File: config.mk
export PLATFORM = sky130hd
export DESIGN_NAME = csr_control
export DESIGN_NICKNAME = d
export VERILOG_FILES = /design/src/rtl/csr_pkg.sv /design/src/rtl/csr_control.sv
export SDC_FILE = /design/constraint.sdc
export NUM_CORES = 1
export LEC_CHECK = 0
export ABC_AREA = 1
export BUFFER_PORTS_ARGS = -buffer_cell sky130_fd_sc_hd__buf_4
export CORE_AREA = 5 5 103 105
export DETAILED_ROUTE_END_ITERATION = 10
export DIE_AREA = 0 0 108 110
export PLACE_DENSITY = 0.71
export SYNTH_ARGS = -nofsm -noshare
export SYNTH_HDL_FRONTEND = slang
export SYNTH_SLANG_ARGS = --single-unit
File: constraint.sdc
create_clock -name mclk -period 2.38 [get_ports mclk]
set_input_delay 0.238 -clock mclk [delete_from_list [all_inputs] [get_ports mclk]]
set_output_delay 0.238 -clock mclk [all_outputs]
set_load 0.03 [all_outputs]
File: src/rtl/csr_pkg.sv
// package for the conversion start and reset control block
package csr_pkg;
   // interface modes
   typedef enum logic [1:0] {
      CSR_SPI,
      CSR_FS_SLAVE,
      CSR_FS_MASTER
   } csr_mode_t;

   // control sequencer states
   typedef enum logic [2:0] {
      CSR_HALT,
      CSR_ARM,
      CSR_WAIT_FRAME,
      CSR_SETTLE,
      CSR_RUN,
      CSR_PWDN
   } csr_state_t;

   // timing counts in master clock periods; the settle count is in output periods
   localparam int CSR_START_SAMPLE_CLK = 4;
   localparam int CSR_SYNC_CLK = 4; // pin change to sequencer action
   localparam int CSR_RESET_SAMPLE_CLK = 37;
   localparam int CSR_FRAME_FIRST_CLK = 4;
   localparam int CSR_PWDN_LOW_CLK = 32767;
   localparam int CSR_SETTLE_PERIODS = 84;
   localparam int CSR_CNT_W = 16;
   localparam logic [CSR_CNT_W-1:0] CSR_CNT_ZERO = 16'h0000;

   // synchronised start, reset and frame marker pins
   typedef struct packed {
      logic start;
      logic reset_powerdown_n;
      logic frame_marker;
   } csr_pins_t;

   // status toward the filter and data path
   typedef struct packed {
      logic filter_reset;
      logic regs_default;
      logic powerdown;
      logic modulator_run;
      logic data_settled;
   } csr_ctl_t;
endpackage : csr_pkg

File: src/rtl/csr_control.sv
// conversion start, reset and power-down control for the decimation filter
// Function
// start low halts conversions, resets filter
// start rising begins or restarts conversions
// start aligns all devices to one cycle
// spi: ready flag high when start low
// spi: ready stays high until settled data
// host holds start low four clocks
// spi: first sample four to five clocks
// wideband: data after 84 output periods
// frame mode: serial data low on stop
// frame mode: release filter on frame edge
// frame mode: data low while settling
// host keeps frame clocks running
// host start setup before frame edge
// serial start/stop only in spi mode
// serial start also synchronises devices
// short reset pulse resets filter, registers
// reset rising edge completes filter reset
// host reset low four to 32767 clocks
// spi: first sample 37 clocks after reset
// host reset seven clocks before frame
// master: first frame edge four clocks later
// reset held long enters power-down
// role select picks frame slave or master
// pins sampled on clock, counter measures lows
module csr_control
   import csr_pkg::*;
#(
   parameter int PWDN_LOW_CLK = CSR_PWDN_LOW_CLK,
   parameter int SETTLE_PERIODS = CSR_SETTLE_PERIODS,
   parameter int FRAME_DIV = 16
) (
   input wire logic mclk,
   input wire logic rstn,
   input wire logic clk_en,
   input wire logic start,
   input wire logic reset_powerdown_n,
   input wire logic interface_select,
   input wire logic frame_role_select,
   input wire logic frame_marker_in,
   input wire logic cmd_start,
   input wire logic cmd_stop,
   input wire logic wideband,
   input wire logic data_period_tick,
   input wire logic serial_data_in,
   output logic sample_valid_n,
   output logic frame_marker_out,
   output logic frame_marker_oe,
   output logic serial_data_out,
   output logic modulator_sample,
   output csr_ctl_t ctl
);

   // ********************************
   // state record
   // ********************************
   // one record holds every flop, so reset and the clock enable treat all alike
   typedef struct packed {
      // pin synchroniser stages
      csr_pins_t s1;
      csr_pins_t s2;
      csr_pins_t s3;
      logic cmd_run;
      // sequencer and its counters
      csr_state_t state;
      logic [CSR_CNT_W-1:0] low_cnt;
      logic [CSR_CNT_W-1:0] cnt;
      logic [7:0] periods;
      logic [CSR_CNT_W-1:0] div;
      logic frame_gen;
      // registered outputs
      logic sample_valid_n;
      logic frame_marker_out;
      logic frame_marker_oe;
      logic serial_data_out;
      logic modulator_sample;
      csr_ctl_t ctl;
   } csr_reg_t;

   // sequencer state, its next value and the decoded interface mode
   csr_reg_t r;
   csr_reg_t next_r;
   csr_mode_t mode;

   // ********************************
   // helpers
   // ********************************
   // filtered level: change counts only when stages two and three agree;
   // a single disagreeing sample keeps the old level, so a glitch is ignored
   function automatic logic agree(input logic a, input logic b, input logic old);
      agree = (a == b) ? b : old;
   endfunction : agree

   // arm count after a start: the synchroniser has used part of the delay,
   // so only the remainder is counted in the arm state
   function automatic logic [CSR_CNT_W-1:0] arm_count();
      arm_count = CSR_CNT_W'(CSR_START_SAMPLE_CLK - CSR_SYNC_CLK);
   endfunction : arm_count

   // the serial command path exists only in spi mode
   function automatic logic spi_mode(input csr_mode_t m);
      spi_mode = (m == CSR_SPI);
   endfunction : spi_mode

   // limits cut to counter width; the power-down limit must fit in it
   // the half divider sets the master frame period in clocks
   localparam logic [CSR_CNT_W-1:0] PWDN_LIM = CSR_CNT_W'(PWDN_LOW_CLK);
   localparam logic [CSR_CNT_W-1:0] HALF_DIV = CSR_CNT_W'(FRAME_DIV / 2 - 1);
   localparam logic [7:0] SETTLE_LIM = 8'(SETTLE_PERIODS);

   // ********************************
   // mode decode
   // ********************************
   // role select only counts when the frame interface is chosen
   // mode pins are same-clock levels and need no synchroniser
   // the spi decode ignores the role select entirely
   always_comb begin
      if (!interface_select) begin
         mode = CSR_SPI;
      end else if (frame_role_select) begin
         mode = CSR_FS_MASTER;
      end else begin
         mode = CSR_FS_SLAVE;
      end
   end

   // ********************************
   // next state
   // ********************************
   always_comb begin
      logic run_req;
      logic st_v;
      logic rs_v;
      logic fm_v;
      logic fm_old;
      logic fm_rise;
      run_req = 1'b0;
      st_v = 1'b0;
      rs_v = 1'b0;
      fm_v = 1'b0;
      fm_old = 1'b0;
      fm_rise = 1'b0;
      next_r = r;

      // three stage synchronisers; the third stage feeds the agree checks, the run request and the slave frame edge
      next_r.s1 = '{start: start, reset_powerdown_n: reset_powerdown_n, frame_marker: frame_marker_in};
      next_r.s2 = r.s1;
      next_r.s3 = r.s2;
      // st_v and rs_v are the filtered pin levels
      st_v = agree(r.s2.start, r.s3.start, r.ctl.modulator_run | (r.state != CSR_HALT));
      rs_v = agree(r.s2.reset_powerdown_n, r.s3.reset_powerdown_n, r.low_cnt == CSR_CNT_ZERO);
      // frame edge comes from our own generator in master mode
      fm_old = (mode == CSR_FS_MASTER) ? r.frame_marker_out : r.s3.frame_marker;
      fm_v = (mode == CSR_FS_MASTER) ? next_r.frame_marker_out : r.s2.frame_marker;
      fm_rise = 1'b0;

      // serial commands only in spi mode; a start command resyncs like the pin
      // stop is tested first, so a stop and a start together clear the command latch; with the start pin low that leaves us halted
      if (spi_mode(mode) && cmd_stop) begin
         next_r.cmd_run = 1'b0;
      end else if (spi_mode(mode) && cmd_start) begin
         next_r.cmd_run = 1'b1;
      end
      // run request: pin level when stages two and three agree, else low; or in spi the command latch
      run_req = (r.s2.start == r.s3.start) ? r.s3.start : 1'b0;
      if (spi_mode(mode)) begin
         run_req = run_req | next_r.cmd_run;
      end
      // one-cycle pulses drop by default
      next_r.modulator_sample = 1'b0;
      next_r.ctl.regs_default = 1'b0;

      // master frame generator, free running once enabled
      // frames run on through settle and run; only the reset pin stops them
      if (r.frame_gen) begin
         if (r.div == HALF_DIV) begin
            next_r.div = CSR_CNT_ZERO;
            next_r.frame_marker_out = ~r.frame_marker_out;
         end else begin
            next_r.div = r.div + 1'b1;
         end
      end
      fm_v = (mode == CSR_FS_MASTER) ? next_r.frame_marker_out : r.s2.frame_marker;
      fm_rise = fm_v & ~fm_old;
      next_r.frame_marker_oe = (mode == CSR_FS_MASTER) && r.frame_gen;

      // reset pin low: measure length, short pulse resets, long one powers down
      if (!rs_v) begin
         // every output except regs_default and powerdown returns to its stopped level while the pin is low
         if (r.low_cnt != {CSR_CNT_W{1'b1}}) begin
            next_r.low_cnt = r.low_cnt + 1'b1;
         end
         next_r.ctl.filter_reset = 1'b1;
         next_r.ctl.regs_default = 1'b1;
         next_r.ctl.modulator_run = 1'b0;
         next_r.ctl.data_settled = 1'b0;
         next_r.cmd_run = 1'b0;
         next_r.sample_valid_n = 1'b1;
         next_r.serial_data_out = 1'b0;
         next_r.frame_gen = 1'b0;
         next_r.frame_marker_out = 1'b0;
         next_r.frame_marker_oe = 1'b0;
         next_r.div = CSR_CNT_ZERO;
         // the count saturates, so a very long low still reads as power-down
         if (r.low_cnt >= PWDN_LIM) begin
            next_r.state = CSR_PWDN;
            next_r.ctl.powerdown = 1'b1;
         end else begin
            next_r.state = CSR_HALT;
         end
         next_r.cnt = CSR_CNT_ZERO;
      end else if (r.low_cnt != CSR_CNT_ZERO) begin
         // release edge: the filter reset completes from here
         // power-down exit takes this path too; its long wake-up is not modelled
         next_r.low_cnt = CSR_CNT_ZERO;
         next_r.ctl.powerdown = 1'b0;
         next_r.state = CSR_ARM;
         next_r.cnt = CSR_CNT_W'(CSR_RESET_SAMPLE_CLK - 1);
         // master: first frame edge at least four clocks after release
         if (mode == CSR_FS_MASTER) begin
            next_r.frame_gen = 1'b1;
            next_r.div = CSR_CNT_W'(0) - CSR_CNT_W'(CSR_FRAME_FIRST_CLK);
         end
      end else begin
         case (r.state)
            CSR_HALT, CSR_PWDN: begin
               // the pin level is already three flops old here, so only the
               // rest of the start delay is counted in the arm state
               if (run_req) begin
                  next_r.state = CSR_ARM;
                  next_r.cnt = arm_count();
               end
            end
            CSR_ARM: begin
               // count down to the first sample; frame modes then wait for a marker
               if (r.cnt != CSR_CNT_ZERO) begin
                  next_r.cnt = r.cnt - 1'b1;
               end else if (mode == CSR_SPI) begin
                  next_r.state = CSR_SETTLE;
                  next_r.ctl.filter_reset = 1'b0;
                  next_r.ctl.modulator_run = 1'b1;
                  next_r.modulator_sample = 1'b1;
                  next_r.periods = 8'h00;
               end else begin
                  next_r.state = CSR_WAIT_FRAME;
                  if (mode == CSR_FS_MASTER) begin
                     next_r.frame_gen = 1'b1;
                  end
               end
            end
            CSR_WAIT_FRAME: begin
               // filter leaves reset only on the next frame rising edge
               // a slave marker arrives three flops late; the host setup covers it
               if (fm_rise) begin
                  next_r.state = CSR_SETTLE;
                  next_r.ctl.filter_reset = 1'b0;
                  next_r.ctl.modulator_run = 1'b1;
                  next_r.modulator_sample = 1'b1;
                  next_r.periods = 8'h00;
               end
            end
            CSR_SETTLE: begin
               // count output periods; the wideband path needs the full figure
               // the low-latency path counts as settled after one output period
               if (data_period_tick) begin
                  next_r.periods = r.periods + 1'b1;
                  if (!wideband || r.periods == SETTLE_LIM - 8'h01) begin
                     next_r.state = CSR_RUN;
                     next_r.ctl.data_settled = 1'b1;
                     next_r.sample_valid_n = (mode != CSR_SPI);
                  end
               end
            end
            CSR_RUN: begin
               // in spi the ready flag stays low through run; only a stop, restart or reset pin raises it
               if (mode == CSR_SPI) begin
                  next_r.sample_valid_n = data_period_tick ? 1'b0 : r.sample_valid_n;
               end
            end
            default: begin
               next_r.state = CSR_HALT;
            end
         endcase

         // data out low until settled, then carries results
         next_r.serial_data_out = (r.state == CSR_RUN) ? serial_data_in : 1'b0;

         // stop: halt and hold filter; all devices see the same edge
         // a stop acts in every state except power-down
         if (!run_req && r.state != CSR_PWDN) begin
            next_r.state = CSR_HALT;
            next_r.ctl.filter_reset = 1'b1;
            next_r.ctl.modulator_run = 1'b0;
            next_r.ctl.data_settled = 1'b0;
            next_r.sample_valid_n = 1'b1;
            next_r.serial_data_out = 1'b0;
         end else if (mode == CSR_SPI && cmd_start && r.state != CSR_HALT) begin
            // restart from a fresh filter, a shared sync event
            next_r.state = CSR_ARM;
            // a restart mid-conversion drops the result under way
            next_r.cnt = arm_count();
            next_r.ctl.filter_reset = 1'b1;
            next_r.ctl.data_settled = 1'b0;
            next_r.sample_valid_n = 1'b1;
         end
      end
      if (st_v) begin
         next_r.s3 = r.s2;
      end
   end

   // ********************************
   // state register
   // ********************************
   // synchronous reset; synchronisers preset to idle pin levels, so no false edge
   // the clock enable freezes every flop, counters included
   always_ff @(posedge mclk) begin
      if (!rstn) begin
         r <= '0;
         r.state <= CSR_HALT;
         r.sample_valid_n <= 1'b1;
         r.ctl.filter_reset <= 1'b1;
         r.s1 <= '{start: 1'b0, reset_powerdown_n: 1'b1, frame_marker: 1'b0};
         r.s2 <= '{start: 1'b0, reset_powerdown_n: 1'b1, frame_marker: 1'b0};
         r.s3 <= '{start: 1'b0, reset_powerdown_n: 1'b1, frame_marker: 1'b0};
      end else if (clk_en) begin
         r <= next_r;
      end
   end

   // ********************************
   // outputs
   // ********************************
   // outputs straight from the state flops
   assign sample_valid_n = r.sample_valid_n;
   assign frame_marker_out = r.frame_marker_out;
   assign frame_marker_oe = r.frame_marker_oe;
   assign serial_data_out = r.serial_data_out;
   assign modulator_sample = r.modulator_sample;
   assign ctl = r.ctl;

endmodule : csr_control

Word-level counts from Yosys, hierarchy flattened:

Index checks and enable logic that the tools add are counted.

* bits in registers: 80
* input port bits: 13
* output and inout bits: 10

* add/subtract/negate cells: 4
* magnitude comparators: 1
* equality and inequality tests: 45
* mux-type cells: 83
* bitwise operators: 5
* reduce and logical (&&, ||, !) cells: 29

Operators by type and width (count)
* two-way mux 16 bit: 10
* two-way mux 1 bit: 42
* two-way mux 35 bit: 1
* two-way mux 3 bit: 11
* adder 16 x 1 -> 16 bit, second input constant: 2
* two-way mux 8 bit: 4
* case mux 16 bit (2 select lines): 1
* nonzero test 16 bit: 2
* inequality test 5 bit, second input constant: 6
* inequality test 6 bit, second input constant: 5
* case mux 8 bit (3 select lines): 1
* two-way mux 18 bit: 1
* AND reduction 6 bit: 3
* two-way mux 17 bit: 1
* == test 16 x 3 -> 1 bit, second input constant: 1
* >= comparator 16 x 15 -> 1 bit, second input constant: 1
* zero test 16 bit: 1
* inequality test 16 bit, second input constant: 1
* subtractor 16 x 1 -> 16 bit, second input constant: 1
* inequality test 5 x 3 -> 1 bit, second input constant: 3
* case mux 3 bit (5 select lines): 1
* two-way mux 2 bit: 7
* AND reduction 7 bit: 2
* inequality test 4 x 1 -> 1 bit, second input constant: 3
* other kinds (32): 56

Depth between registers and ports, before layout:

* word-level depth: 14
* gate-level depth with buffers: 14
* gate-level depth less buffers: 14

Worst setup path before layout:

Ideal clock, no wire load.

* path kind: register to register
* start: register r[51] in the netlist's numbering
* end: register r[60] in the netlist's numbering
* library setup time: 0.132 ns
* data arrival time: 1.518 ns
* required time: 2.248 ns
* slack: 0.730 ns
* cell stages (with the launch flop): 11
* period minus slack after synthesis: 1.650 ns
* path through: dfxtp_1 -> ha_1 -> and3_1 -> nand4_1 -> nor2_1 -> nand2_4 -> nand3_4 -> clkinv_2 -> buf_6 -> nand3_1 -> a21oi_1

* word-level cells in the longest chain between the ends: 4
* elaborated cells on any way between the ends: 10
* those cells by class: add/sub: 1; eq/ne: 2; mux: 3; reduce/logical: 4

Ends and longest elaborated chain
* start, declared: RTL line csr_control.sv:82 `csr_reg_t r;`
* start signal, assigned: RTL line csr_control.sv:328 `r <= next_r;`
* parallel branches: the longest is 4 deep, another holds adder 16 x 1 -> 16 bit

Parallel ways; which one is timed is not known. The select of a mux whose other input is x is not followed.
A chain may end at the register's enable or synchronous reset.

Worst setup path in the final report:

* start: register r[51] in the netlist's numbering
* end: register r[64] in the netlist's numbering

The elaborated chain is that of the path after synthesis.

==> impl_results.md <==
- Per-instance average area after synthesis: about 6.2 um2
- Core Util, Final: 58.5%
- Clk Latency, worst-skew pair: 0.36 ns
- Clock Sink Count: 80
- Synth top area cells: dfxtp_1, nand2_1, nor2_1
- Number of buffers and inverters on the critical path: 2
- Final estimated routing congestion in global placement: 0.906
- Slowest CP cell: dfxtp_1
- Clock-pin slew of the registers on the worst-case setup and hold paths: 0.08 ns
- Antenna violation net count after detailed routing: 0
- Synthesized area: 5110 um2
- Area taken by multi-input logic gates: about 3000 um2
- Hold Worst Slack: 0.0881 ns
- CTS-repair resized insts: 0
- Cell class contributing the biggest share of worst-path delay: simple AND/OR/NAND/NOR gates
- Max-capacitance violation count: 0
- Root buffer cell: clkbuf_8
- Maximum number of pins on one net before global-route repair: 29
- Cell area power density: 599 nW/um2
- Final hold violation count: 0
- Crit end category: flop
- Number of instances in the synthesized netlist: slightly above 800
- Number of buffers inserted by post-CTS setup repair: 0
- Post-route DRC violation count: 0
- Count of cell types in the netlist: 40
- Endpoint arrival time on the critical path: between 2 and 2.5 ns
- Yosys top cell area share: about a third
- RSZ-0062 raised after global routing: no
- Sequential element share of the synthesized area: 31.3%
- Cell-internal power: 2.24 mW
- Setup violation total in the final timing report: 0
- Worst hold path class: input pin to flop
- First-pass GRT wire length: 21900 um
- Net switching power: 1.11 mW
- Max-slew violations: 0
- Number of top-level pins: 23
- Min-Delay Path Depth: 3
- Antenna violations before repair: 0
- Site row count: 36
- Effective utilization at floorplan: 53.5%
- Share of synthesized registers carrying an async set or reset: 0%
- Total global routing overflow: 0
- Detailed-routed wire length on met2: approximately 6100 um
- Most area-hungry cell type in the Yosys netlist: dfxtp_1
- Final worst path period need: approximately 2.1 ns
- Main synth FF type: dfxtp_1
- Power share of the combinational group: 24.6%
- Ratio of cells with drive above 1 in the final layout: 9.86%
- Upper clock frequency limit: 0.470 GHz
- Startpoint kind of the worst setup timing path: flop
- Post-synth EDFFs: 0
- Quantity of I/O buffers inserted on ports: 22
- Length of the first detailed-routing pass in iterations: 6
- Worst path setup slack after routing: 0.254 ns
- Height of the chip: 110 um
- Placeable Area: about 9500 um2
- Total detailed-routing wirelength: 12800 um
- Worst-path fanout max: 15
- Number of buffers inserted for hold repair after clock tree synthesis: 0
- WL met1: 5850 um
- Highest Signal Layer: met4
- Vias in the first global route: ~4800
- Number of warning messages in the yosys log: 0
- Sequential share of power: 42.8%
- Slowest stage delay, CP: 0.35 ns
- Worst R2R Path Depth: 11
- Worst slack at placement: roughly 0.31 ns
- Critical setup path kind: flop to flop
- Pin slew with the least headroom to its limit: around 0.50 ns
- Max Buffers Root-to-Sink: 2
- Result of the run: completed
- NumNets Final: 856
- Ant diodes: 0
- Top-count cell post-synth: nand2_1
- Combined flip-flop and latch cell area: 1600 um2
- Total half-perimeter wirelength after legalization and detailed placement: 9400 um
- Worst voltage drop across the vdd grid: between 0.3 and 0.4 mV
- Dominant cell type by count on the critical path: nand2_1
- Total Routing Usage GR: 22.6%
- CTS HTree Levels: 3
- Setup_tns: 0 ns
- #FFs+latches synth: 80
- Routed len/inst: 13.1 um
- Standby leakage power: 2.35 nW
- Clock Skew: a little under 0.005 ns
- Period utilization: 89.3%
- Synthesized netlist net count: 840
- Proportion of power drawn by the clock network: 32.5%
- Post-DR vias/cell: between 5 and 6
- Width of the die: 108 um
- Via count: 5246
- Critical Path Stages: 11
- Top cells by count, synth: nand2_1, nor2_1, dfxtp_1
- Number of buffers created by CTS: 9
- Critical path, cell by cell: inv_1 -> ha_1 -> nand2_1 -> nor2_2 -> nand3b_1 -> nand2_2 -> nand2_1 -> nand3_4 -> clkinv_2 -> nand3_1 -> a21oi_1
- DIE AREA: 11900 um2
- Switch share: 33.3%
- Endpoint required time on the critical path: 2.63 ns
- Area added between synthesis and finish: 9.33%
- Clock tree from TritonCTS: built
- Violation count after the first detailed-routing iteration: 345
- Wire length on met3: 639 um
- Worst slew margin: 66.7%
- Count of fill cells added during filler insertion: 973
==> per-layer routing <==
metal / global-route usage (%) / up-vias
met1: 28.7 / 2403
met4: 7.30 / 0
met3: 3.96 / 18
li1: - / 2706
met5: 0 / -
met2: 39.1 / 119
==> area by class of cell <==
type	count	area share (%)
Clock inverter	5	1.46
Sequential cell	80	28.7
Clock buffer	11	2.35
Multi-Input combinational cell	627	54.3
Inverter	85	5.73
Tap cell	133	2.98
Timing Repair Buffer	34	4.57
==> power by group through the flow <==
stage / clock, mW / combinational (mW) / sequential, mW
5_1_grt: 1.18 / 0.939 / 1.44
4_1_cts: 1.13 / 0.822 / 1.43
6_report: 1.09 / 0.826 / 1.44
3_5_place_dp: 0 / 0.817 / 1.47
3_3_place_gp: 0 / 0.803 / 1.46
2_1_floorplan: 0 / 0.625 / 1.46
==> sequential cells by signal, summed over array words and instances (netlist names) <==
name,count
ctl,5
serial_data_out,1
next_r,6
frame_marker_oe,1
sample_valid_n,1
frame_marker_out,1
modulator_sample,1
r,64
==> worst min-delay path, cell delays in order <==
cell     delay [ns]
buf_4          0.08
nand2_1        0.04
nand3_1        0.06
==> through the flow <==
step	instance area (um2)	power, mW	cells
after floorplan	5110	2.09	821
after CTS	5590	3.38	975
after global placement	5380	2.27	959
after detailed placement	5380	2.28	959
after global routing	5590	3.56	975
final	5590	3.35	975
==> worst paths after layout <==
check                         start    endpoint  slack (ns)
setup / recovery              r[51]       r[64]        0.25
hold / removal    reset_powerdown_n  next_r[75]        0.09
setup reg to reg              r[51]       r[64]        0.25
hold reg to reg              ctl[1]      ctl[1]        0.46
==> kinds of logic (layout without fill, tap and decap cells) <==
logic type | after synthesis | in the layout | share of synthesized area, %
XOR/XNOR | 26 | 26 | 4.46
multiplexers | 1 | 1 | 0.196
buffers and inverters | 114 | 135 | 9.35
flip-flops | 80 | 80 | 31.3
AND/OR/NAND/NOR | 462 | 462 | 39.7
adder cells (fa/ha/maj) | 6 | 6 | 1.47
AO/OA/AOI/OAI | 132 | 132 | 13.5
==> cells in the final DEF (no fill, tap or decap), types with 3 or more instances in the layout <==
cell	count
ha_1	6
xnor2_1	10
o21ai_0	42
o211ai_1	6
nor2_1	108
dfxtp_1	80
inv_1	74
a31oi_1	3
nand4_1	21
xor2_1	16
nand3_1	75
nand2_2	3
nand3_2	3
nand2_1	211
nor2_2	9
inv_2	9
a21oi_1	74
clkbuf_8	9
nor3_1	19
buf_4	34
Power figures use the tool's default switching activity.
